### src/design/acdr_map.svh
// Constants for the asynchronous receive clock and data recovery block
`ifndef ACDR_MAP_SVH
`define ACDR_MAP_SVH
`define ACDR_MODE_NORMAL   2'h0
`define ACDR_MODE_DOUBLE   2'h1
`define ACDR_SPB_NORMAL    5'h10
`define ACDR_SPB_DOUBLE    5'h08
`define ACDR_VOTE_A_NORMAL 5'h08
`define ACDR_VOTE_A_DOUBLE 5'h04
`define ACDR_DBITS_MIN     4'h5
`define ACDR_DBITS_MAX     4'ha
`define ACDR_DBITS_RESET   4'h8
`endif

### src/design/acdr_pkg.sv
// Types for the asynchronous receive clock and data recovery block
package acdr_pkg;
	typedef enum logic [1:0] {ACDR_IDLE, ACDR_START, ACDR_DATA, ACDR_STOP} acdr_state_e;
	typedef struct packed {
		logic [9:0] data;
		logic       frameErr;
	} acdr_frame_s;
endpackage : acdr_pkg

### src/design/acdr_buf2.sv
// Two-entry valid/ready buffer for received frames
`timescale 1ns/1ps
module acdr_buf2
	import acdr_pkg::*;
(
	input  wire logic        clk,
	input  wire logic        nrst,
	input  wire logic        ce,
	input  wire logic        inValid,
	output logic             inReady,
	input  wire acdr_frame_s inData,
	output logic             outValid,
	input  wire logic        outReady,
	output acdr_frame_s      outData
);
	acdr_frame_s mem [2];
	logic        wrPtr;
	logic        rdPtr;
	logic [1:0]  count;
	logic        push;
	logic        pop;

	assign inReady  = (count != 2'h2);
	assign outValid = (count != 2'h0);
	assign push     = ce & inValid & inReady;
	assign pop      = ce & outValid & outReady;
	assign outData  = mem[rdPtr];

	always_ff @(posedge clk or negedge nrst) begin
		if (!nrst) begin
			mem[0] <= '0;
			mem[1] <= '0;
		end else if (push) begin
			mem[wrPtr] <= inData;
		end
	end

	always_ff @(posedge clk or negedge nrst) begin
		if (!nrst) begin
			wrPtr <= 1'b0;
			rdPtr <= 1'b0;
			count <= 2'h0;
		end else begin
			if (push)
				wrPtr <= ~wrPtr;
			if (pop)
				rdPtr <= ~rdPtr;
			count <= count + {1'b0, push} - {1'b0, pop};
		end
	end
endmodule : acdr_buf2

### src/design/acdr_rx.sv
// Asynchronous receiver: start-bit qualification, majority-vote data recovery
//
// Contract
// - Sixteen samples per bit, eight in double speed
// - Falling edge starts detection; first low is sample one
// - Normal mode qualifies on samples 8, 9, 10
// - Double speed qualifies on samples 4, 5, 6
// - Two of three low accepts, resyncs timing
// - Fewer than two low rejects; await next edge
// - Each bit decided by three-sample majority
// - Only the first stop bit is sampled
// - Low voted stop bit sets frame error
// - Normal mode: next edge right after stop votes
// - Double speed: next low after vote samples
// - Mode value 0x01 selects double speed
`timescale 1ns/1ps
`include "acdr_map.svh"
module acdr_rx
	import acdr_pkg::*;
(
	input  wire logic        clk,
	input  wire logic        nrst,
	input  wire logic        ce,
	input  wire logic        rxEnable,
	input  wire logic [1:0]  receiveSamplingModeField,
	input  wire logic [3:0]  dataBits,
	input  wire logic        sampleTick,
	input  wire logic        rxPin,
	output logic             frameValid,
	input  wire logic        frameReady,
	output acdr_frame_s      frameOut,
	output logic             overrun,
	output logic             busy
);
	logic        rxSync1;
	logic        rxSync2;
	logic        rxPrev;
	acdr_state_e state;
	logic [4:0]  sampleCnt;
	logic [3:0]  bitCnt;
	logic [1:0]  lowVotes;
	logic [1:0]  highVotes;
	logic [9:0]  shiftReg;
	logic        doubleMode;
	logic [3:0]  frameBits;
	logic [4:0]  spb;
	logic [4:0]  voteA;
	logic        inVote;
	logic        voteEnd;
	logic        voteHigh;
	logic        fallEdge;
	logic        pushValid;
	logic        pushReady;
	acdr_frame_s pushData;
	logic [3:0]  alignShift;

	// Decoded per-tick events
	logic        tickEn;
	logic        wrapCnt;
	logic        voteLow;
	logic        startAccept;
	logic        startReject;
	logic        dataVoteDone;
	logic        lastDataBit;
	logic        stopVoteDone;

	// Next values, one process per register group
	acdr_state_e next_state;
	logic [4:0]  next_sampleCnt;
	logic [1:0]  next_lowVotes;
	logic [1:0]  next_highVotes;
	logic [3:0]  next_bitCnt;
	logic [9:0]  next_shiftReg;

	// Two flops on the pin before any logic looks at it
	always_ff @(posedge clk or negedge nrst) begin
		if (!nrst) begin
			rxSync1 <= 1'b1;
			rxSync2 <= 1'b1;
		end else if (ce) begin
			rxSync1 <= rxPin;
			rxSync2 <= rxSync1;
		end
	end

	always_ff @(posedge clk or negedge nrst) begin
		if (!nrst)
			rxPrev <= 1'b1;
		else if (ce && sampleTick)
			rxPrev <= rxSync2;
	end

	assign doubleMode = (receiveSamplingModeField == `ACDR_MODE_DOUBLE);
	assign spb   = doubleMode ? `ACDR_SPB_DOUBLE : `ACDR_SPB_NORMAL;
	assign voteA = doubleMode ? `ACDR_VOTE_A_DOUBLE : `ACDR_VOTE_A_NORMAL;
	// Out-of-range sizes clamp so a frame always terminates
	assign frameBits = (dataBits < `ACDR_DBITS_MIN) ? `ACDR_DBITS_MIN :
		(dataBits > `ACDR_DBITS_MAX) ? `ACDR_DBITS_MAX : dataBits;

	// Sample counter is 1-based from the first low sample
	assign inVote   = (sampleCnt >= voteA) && (sampleCnt <= voteA + 5'h02);
	assign voteEnd  = (sampleCnt == voteA + 5'h02);
	assign fallEdge = rxPrev & ~rxSync2;
	// Majority of three including the sample being taken now
	assign voteHigh = ((highVotes + {1'b0, rxSync2}) >= 2'h2);

	// Strobes shared by the per-register processes below
	assign tickEn       = rxEnable && sampleTick;
	assign wrapCnt      = (sampleCnt == spb);
	assign voteLow      = ((lowVotes + {1'b0, ~rxSync2}) >= 2'h2);
	assign startAccept  = (state == ACDR_START) && voteEnd && voteLow;
	assign startReject  = (state == ACDR_START) && voteEnd && !voteLow;
	assign dataVoteDone = (state == ACDR_DATA) && voteEnd;
	assign lastDataBit  = dataVoteDone && ((bitCnt + 4'h1) == frameBits);
	assign stopVoteDone = (state == ACDR_STOP) && voteEnd;

	always_comb begin
		next_state = state;
		if (!rxEnable) begin
			next_state = ACDR_IDLE;
		end else if (sampleTick) begin
			unique case (state)
				ACDR_IDLE: begin
					// Idle re-arms right after the stop votes, no full stop bit wait
					if (fallEdge)
						next_state = ACDR_START;
				end
				ACDR_START: begin
					if (startAccept)
						next_state = ACDR_DATA;
					else if (startReject)
						next_state = ACDR_IDLE;
				end
				ACDR_DATA: begin
					if (lastDataBit)
						next_state = ACDR_STOP;
				end
				ACDR_STOP: begin
					// Only the first stop bit is voted; later ones look idle
					if (stopVoteDone)
						next_state = ACDR_IDLE;
				end
			endcase
		end
	end

	always_ff @(posedge clk or negedge nrst) begin
		if (!nrst) begin
			state <= ACDR_IDLE;
		end else if (ce) begin
			state <= next_state;
		end
	end

	// Counter is 1-based; start state never wraps since its votes end early
	always_comb begin
		next_sampleCnt = sampleCnt;
		if (!rxEnable) begin
			next_sampleCnt = 5'h00;
		end else if (sampleTick) begin
			unique case (state)
				ACDR_IDLE: begin
					if (fallEdge)
						next_sampleCnt = 5'h02;
				end
				ACDR_START: begin
					next_sampleCnt = sampleCnt + 5'h01;
				end
				ACDR_DATA, ACDR_STOP: begin
					if (wrapCnt)
						next_sampleCnt = 5'h01;
					else
						next_sampleCnt = sampleCnt + 5'h01;
				end
			endcase
		end
	end

	always_ff @(posedge clk or negedge nrst) begin
		if (!nrst) begin
			sampleCnt <= 5'h00;
		end else if (ce) begin
			sampleCnt <= next_sampleCnt;
		end
	end

	// Votes restart on the detected edge and at every bit boundary
	always_comb begin
		next_lowVotes  = lowVotes;
		next_highVotes = highVotes;
		if (!rxEnable) begin
			next_lowVotes  = 2'h0;
			next_highVotes = 2'h0;
		end else if (sampleTick) begin
			unique case (state)
				ACDR_IDLE: begin
					if (fallEdge) begin
						next_lowVotes  = 2'h0;
						next_highVotes = 2'h0;
					end
				end
				ACDR_START: begin
					if (inVote) begin
						next_lowVotes  = lowVotes + {1'b0, ~rxSync2};
						next_highVotes = highVotes + {1'b0, rxSync2};
					end
				end
				ACDR_DATA, ACDR_STOP: begin
					if (wrapCnt) begin
						next_lowVotes  = 2'h0;
						next_highVotes = 2'h0;
					end else if (inVote) begin
						next_lowVotes  = lowVotes + {1'b0, ~rxSync2};
						next_highVotes = highVotes + {1'b0, rxSync2};
					end
				end
			endcase
		end
	end

	always_ff @(posedge clk or negedge nrst) begin
		if (!nrst) begin
			lowVotes  <= 2'h0;
			highVotes <= 2'h0;
		end else if (ce) begin
			lowVotes  <= next_lowVotes;
			highVotes <= next_highVotes;
		end
	end

	// Disabling drops the word in flight and clears it; an accepted start also clears it
	always_comb begin
		next_bitCnt = bitCnt;
		if (!rxEnable) begin
			next_bitCnt = 4'h0;
		end else if (sampleTick) begin
			if (startAccept)
				next_bitCnt = 4'h0;
			else if (dataVoteDone)
				next_bitCnt = bitCnt + 4'h1;
		end
	end

	always_ff @(posedge clk or negedge nrst) begin
		if (!nrst) begin
			bitCnt <= 4'h0;
		end else if (ce) begin
			bitCnt <= next_bitCnt;
		end
	end

	always_comb begin
		next_shiftReg = shiftReg;
		if (!rxEnable) begin
			next_shiftReg = 10'h000;
		end else if (sampleTick) begin
			if (startAccept)
				next_shiftReg = 10'h000;
			else if (dataVoteDone)
				next_shiftReg = {voteHigh, shiftReg[9:1]};
		end
	end

	always_ff @(posedge clk or negedge nrst) begin
		if (!nrst) begin
			shiftReg <= 10'h000;
		end else if (ce) begin
			shiftReg <= next_shiftReg;
		end
	end

	// Frame leaves as the stop votes complete
	assign pushValid  = ce && tickEn && stopVoteDone;
	assign alignShift = 4'ha - frameBits;

	always_comb begin
		pushData.data = shiftReg >> alignShift;
		pushData.frameErr = ~voteHigh;
	end

	// Buffer full on completion drops the word and flags it
	always_ff @(posedge clk or negedge nrst) begin
		if (!nrst)
			overrun <= 1'b0;
		else if (ce)
			overrun <= pushValid & ~pushReady;
	end

	assign busy = (state != ACDR_IDLE);

	acdr_buf2 u_buf (
		.clk      (clk),
		.nrst     (nrst),
		.ce       (ce),
		.inValid  (pushValid),
		.inReady  (pushReady),
		.inData   (pushData),
		.outValid (frameValid),
		.outReady (frameReady),
		.outData  (frameOut)
	);
endmodule : acdr_rx

### config.mk
export PLATFORM = sky130hd
export DESIGN_NAME = acdr_rx
export DESIGN_NICKNAME = d
export VERILOG_FILES = /design/src/design/acdr_pkg.sv /design/src/design/acdr_buf2.sv /design/src/design/acdr_rx.sv
export VERILOG_INCLUDE_DIRS = /design/src /design/src/design
export SDC_FILE = /design/constraint.sdc
export NUM_CORES = 1
export LEC_CHECK = 0
export BUFFER_PORTS_ARGS = -buffer_cell sky130_fd_sc_hd__buf_2
export CAP_MARGIN = 0
export CORE_MARGIN = 4
export CORE_UTILIZATION = 64
export CTS_CLUSTER_SIZE = 25
export DETAILED_ROUTE_END_ITERATION = 6
export GPL_TIMING_DRIVEN = 0
export PLACE_DENSITY = 0.95
export SLEW_MARGIN = 20
export SYNTH_ARGS = -nofsm -noshare
export SYNTH_HDL_FRONTEND = slang
export SYNTH_SLANG_ARGS = --single-unit
export TNS_END_PERCENT = 5
### constraint.sdc
create_clock -name clk -period 6.9 [get_ports clk]
set_clock_uncertainty 0.15 [all_clocks]
set_input_delay 1.725 -clock clk [delete_from_list [all_inputs] [get_ports clk]]
set_output_delay 1.725 -clock clk [all_outputs]
set_load 0.01 [all_outputs]
Yosys cells after proc, flatten, opt, wreduce, memory -nomap -nowiden
Index checks and enable logic that the tools add are counted.

Add/subtract/negate cells: 8. Mux-type cells: 42. Reductions and logical operators: 20. Bitwise gates (word level): 13. Shift operators: 1. Magnitude comparators: 9. Eq/ne operators: 14.

Operators with widths (count): two-way mux 11 bit (4); two-way mux 10 bit (4); two-way mux 2 bit (16); two-way mux 4 bit (7); two-way mux 5 bit (5); bitwise mux 22 bit (1); one-hot mux 5 bit (3 select lines) (1); logical AND 1 bit (12); one-hot mux 2 bit (3 select lines) (2); demux 11 bit (select 1 bit) (1); == test 5 bit (2); right shift 10 x 4 -> 10 bit (1); != test 3 bit, second input constant (3); greater-or-equal comparator 2 bit, second input constant (4); one-hot mux 2 bit (4 select lines) (1); adder 2 x 1 -> 2 bit (3); bitwise AND 1 bit (6); AND reduction 3 bit (2); AND reduction 6 bit (1); adder 4 x 2 -> 5 bit, second input constant (1); adder 5 x 1 -> 5 bit, second input constant (1); greater-or-equal comparator 5 x 4 -> 1 bit (1); <= comparator 5 bit (1); inverter 1 bit (5); 18 further kinds (22).

Input bits: 13. Register bits: 55. Word-level logic and storage cells: 124. Output and inout port bits: 14.

Depth between registers and ports, before layout
Depth after elaboration: 11. Depth in mapped cells: 11. Mapped depth without buffers: 10.

By module
From an unflattened synthesis, not the netlist that was laid out.

Cells, all modules: 272. Area total of the unflattened synthesis: 3239.4 um^2.

Modules (own cells, without submodules): acdr_rx (cells each 197, instances 1, area an instance 2040.7 um^2); acdr_buf2 (cells each 75, instances 1, area an instance 1198.6 um^2).

Least setup slack after synthesis
OpenSTA, ideal clock, no wires.

Path type: input -> register. From: input dataBits[1]. To: register u_buf.mem[4] in the netlist's numbering. Data required time: 6625 ps. Data arrival time: 3658 ps. Stages on the path: 9. Slack: 2967 ps. Path through: nor2b_1 -> nor2_1 -> nor2_2 -> buf_6 -> inv_1 -> ha_1 -> clkinv_1 -> mux4_2 -> mux2_4.

Longest elaborated chain between the ends: 6. Elaborated cells between the ends (all ways): 7.

RTL lines: start, declared (line acdr_rx.sv:26) `input wire logic [3:0] dataBits,`; > comparator 4 bit (no source line); two-way mux 4 bit (line acdr_rx.sv:98) `` (dataBits > `ACDR_DBITS_MAX) ? `ACDR_DBITS_MAX : dataBits; ``; two-way mux 4 bit (*) (line acdr_rx.sv:97) `` assign frameBits = (dataBits < `ACDR_DBITS_MIN) ? `ACDR_DBITS_MIN : ``; subtractor 4 bit (*) (line acdr_rx.sv:274) `assign alignShift = 4'ha - frameBits;`; right shift 10 x 4 -> 10 bit (*) (line acdr_rx.sv:277) `pushData.data = shiftReg >> alignShift;`; bitwise mux 22 bit (*) (line acdr_buf2.sv:34) `mem[wrPtr] <= inData;`; end signal, assigned by index (line acdr_buf2.sv:34); end, declared (line acdr_buf2.sv:16) `acdr_frame_s mem [2];`.

Every way passes the cells marked *; elsewhere a longest branch is shown, timed or not. A chain may end at the register's enable or synchronous reset.

Final worst setup path
Ends and elaborated chain as after synthesis.

==> impl_summary.log <==
INFO  metric cts_resizes = 0
INFO  metric post_cts_setup_repair_bufs = 0
INFO  metric origin_of_the_worst_min_delay_path = u_buf.mem[0]
INFO  metric final_cell_area = 3503 um^2
INFO  metric synthesis.nets = 337
INFO  metric initial_antenna_violation_count = 0
INFO  metric h-tree-depth = 2
INFO  metric post-dp-hpwl = 4.897 mm
INFO  metric syn-cell-area = 3198 um^2
INFO  metric final_max_slew_viol_count = 0
INFO  metric timing.final.setup_violations = 0
INFO  metric fill_cell_total_of_the_finished_layout = 351
INFO  metric worst-slew-pin-transition = 708.0 ps
INFO  metric synth_enable_flop_cells = 0
INFO  metric tritoncts = built
INFO  metric dominantRegCellSynth = dfrtp_1
INFO  metric gr-usage-met3 = 5.329%
INFO  metric ys_seq_elements = 55
INFO  metric p_leak = 1.658 nW
INFO  metric grt_start_max_net_pins = 56
INFO  metric grt_util_met1 = 29.70%
INFO  metric synth_largest_area_cell = dfrtp_1
INFO  metric hold_depth = 2
INFO  metric routed-via-count = 2,525
INFO  metric area.sequential = 1380 um^2
INFO  metric cp_slowest_cell = mux4_2
INFO  metric max-clock-path-buffers = 2
INFO  metric timing.fmax = 246.5 MHz
INFO  metric max_slew_headroom = 52.44%
INFO  metric timing.setup.critical_path_class = input pin to register
INFO  metric port_buffers = 25
INFO  metric netlist-cell-type-count = 62
INFO  metric area_growth = 9.546%
INFO  metric postSynthCellCount = 313
INFO  metric critical-path-max-stage-delay = 540 ps
INFO  metric final_common_cell = dfrtp_1
INFO  metric timing.max_cap.violations = 0
INFO  metric via_count_of_the_first_global_routing_pass = 2,404
INFO  metric cts_hold_repair.buffers = 0
INFO  metric post-route-util = 73.20%
INFO  metric final_cell_count_no_fill = 413
INFO  metric clock-sinks = 55
INFO  metric cell_at_the_root_of_the_clock_tree = clkbuf_8
INFO  metric rrSetupSlack = 4250 ps
INFO  metric fp.dieArea = 6192 um^2
INFO  metric worst_skew_late_latency = 320 ps
INFO  metric fin_crit = 4057 ps
INFO  metric grt_usage = 23.39%
INFO  metric critical_path_arrival = 4120 ps
INFO  metric cellPowerDensity = 202.3 nW/um^2
INFO  metric postSynthAreaPerCell = 10.22 um^2
INFO  metric cp_cell_sequence = buf_2 -> nor2b_1 -> nor2_1 -> nor2_2 -> buf_6 -> inv_1 -> ha_1 -> clkinv_1 -> mux4_2 -> mux2_4
INFO  metric detail_route.vias_per_cell = 6.114
INFO  metric first_pass_iters = 4
INFO  metric hold_violations = 0
INFO  metric startpoint_type = input pin
INFO  metric worstHoldPathType = register to register
INFO  metric synth-async-reset-ratio = 100.0%
INFO  metric timing.rr.start = sampleCnt[2]
INFO  metric cts-buffers-inserted = 5
INFO  metric run_status = completed
INFO  metric critPathCaptureType = register
INFO  metric most_utilized_layer_in_the_global_route_result = met2
INFO  metric setup_repair_after_global_routing_missed_its_margin = false
INFO  metric clk_pin_slew = 100 ps
INFO  metric synth_top_cells_by_area = dfrtp_1 (41%), mux2_2 (6.7%), ha_1 (4.3%)
INFO  metric crit_required = 6960 ps
INFO  metric drt-initial-drc-count = 198
INFO  metric place_congestion = 0.9136
INFO  metric hold_path_end = u_buf.mem[0]
INFO  metric die_w = 78.69 um
INFO  metric reg2reg_depth = 8
INFO  metric total_overflow_reported_by_the_global_router = 0
INFO  metric floorplan.initialDensity = 66.82%
INFO  metric synth.yosys.seq_area_share = 43.15%
INFO  metric num-nets-final = 369
INFO  metric drt-total-wl = 6.738 mm
INFO  metric ir_worst_vdd = 0.1624 mV
INFO  metric dp.cells = 405
INFO  metric num_antenna_cells = 0
INFO  metric multi_input_comb_area = 1697 um^2
INFO  metric ys_warn_count = 0
INFO  metric tns = 0 ps
INFO  metric synth_top_area_share = 40.69%
INFO  metric final_min_period_over_clock_period = 58.79%
INFO  metric crit_fanout = 10
INFO  metric most-common-layout-cells = dfrtp_1 (52), nand2_1 (33), buf_2 (25)
INFO  metric core = 4786 um^2
INFO  metric post_dp_cell_area = 3410 um^2
INFO  metric globalRouteMet2Util = 39.56%
INFO  metric layout-drive-gt1-share = 20.81%
INFO  metric ant_nets = 0
INFO  metric row_count = 25
INFO  metric wire_per_inst = 16.31 um
INFO  metric worst_case_hold_slack = 341.5 ps
INFO  metric global_route_wire_length_before_repair = 11.39 mm
INFO  metric worstReg2RegEnd = bitCnt[1]
INFO  metric chipHeight = 78.69 um
INFO  metric num_io_pins = 27
INFO  metric final_routed_drc_violation_total = 0
==> synthesized netlist by cell type (2+ instances only) <==
| cell type | n |
|---|---|
| nand2_1 | 33 |
| or3_1 | 2 |
| xor2_1 | 5 |
| o21ai_0 | 21 |
| dfrtp_1 | 52 |
| nor3_1 | 4 |
| nand2b_1 | 5 |
| mux2_2 | 19 |
| mux2i_1 | 8 |
| buf_6 | 3 |
| o21ai_1 | 4 |
| and2_1 | 2 |
| a31oi_1 | 6 |
| a211oi_1 | 2 |
| nand4_1 | 3 |
| and3_1 | 3 |
| mux4_2 | 4 |
| a22o_1 | 13 |
| a21oi_1 | 7 |
| nor2b_1 | 5 |
| a21o_1 | 4 |
| clkbuf_1 | 6 |
| nand3_1 | 8 |
| dfstp_2 | 3 |
| o211ai_1 | 2 |
| mux2_4 | 2 |
| xnor2_1 | 7 |
| inv_1 | 12 |
| ha_1 | 11 |
| nor2_1 | 24 |
| o31ai_1 | 2 |
==> through the flow <==
step           power, mW  setup WS (ps)
2_1_floorplan     0.4813           2967
3_3_place_gp      0.5198           2641
3_5_place_dp      0.5297           2541
4_1_cts           0.7101           2870
5_1_grt           0.7476           2687
6_report          0.7089           2843
==> worst max-delay path by stage <==
stage,startpoint,end,cells after the start
floorplan,dataBits[1],u_buf.mem[4],9
global placement,dataBits[1],u_buf.mem[15],10
detailed placement,dataBits[1],u_buf.mem[4],10
CTS,dataBits[1],u_buf.mem[4],10
global route,dataBits[1],u_buf.mem[15],10
finish,dataBits[1],u_buf.mem[4],10
==> layout make-up <==
cell class | count | share of cell area [%]
Clock inverter | 3 | 0.7143
Clock buffer | 5 | 1.964
Tap cell | 67 | 2.393
Timing Repair Buffer | 25 | 3.643
Multi-Input combinational cell | 233 | 48.43
Inverter | 13 | 1.393
Sequential cell | 55 | 39.39
Buffer | 12 | 2.071
==> where the power goes <==
group	switching, mW	total (mW)	internal [mW]
registers	0.0211	0.365	0.344
clock network	0.110	0.182	0.0728
logic	0.0952	0.162	0.0664
total	0.226	0.709	0.483
==> registers in the layout (all words and copies together), names as in the netlist <==
name         flops
state            2
rxPrev           1
overrun          1
u_buf.mem       22
sampleCnt        5
highVotes        2
u_buf.rdPtr      1
lowVotes         2
shiftReg        10
bitCnt           4
u_buf.count      2
rxSync2          1
rxSync1          1
u_buf.wrPtr      1
==> routing by layer <==
metal	routed length, um	part of all wire (%)
met1	2877	43
met2	3350	50
met3	375	5.6
met4	134	2.0
met5	0	0
==> critical path, delay by kind of cell <==
family,cells,cell delay [ps]
adder cells (fa/ha/maj),1,410
buffers and inverters,4,680
AND/OR/NAND/NOR,3,490
multiplexers,2,810
==> cells by family after synthesis <==
group           after synthesis  share of synthesized area, %
compound gates               73                         15.30
flops                        55                         43.15
xor+xnor                     13                         3.795
simple gates                101                         15.53
buf+inv                      25                         3.794
mux                          35                         14.12
fa+ha+maj                    11                         4.304
(Power assumes the default switching activity.)
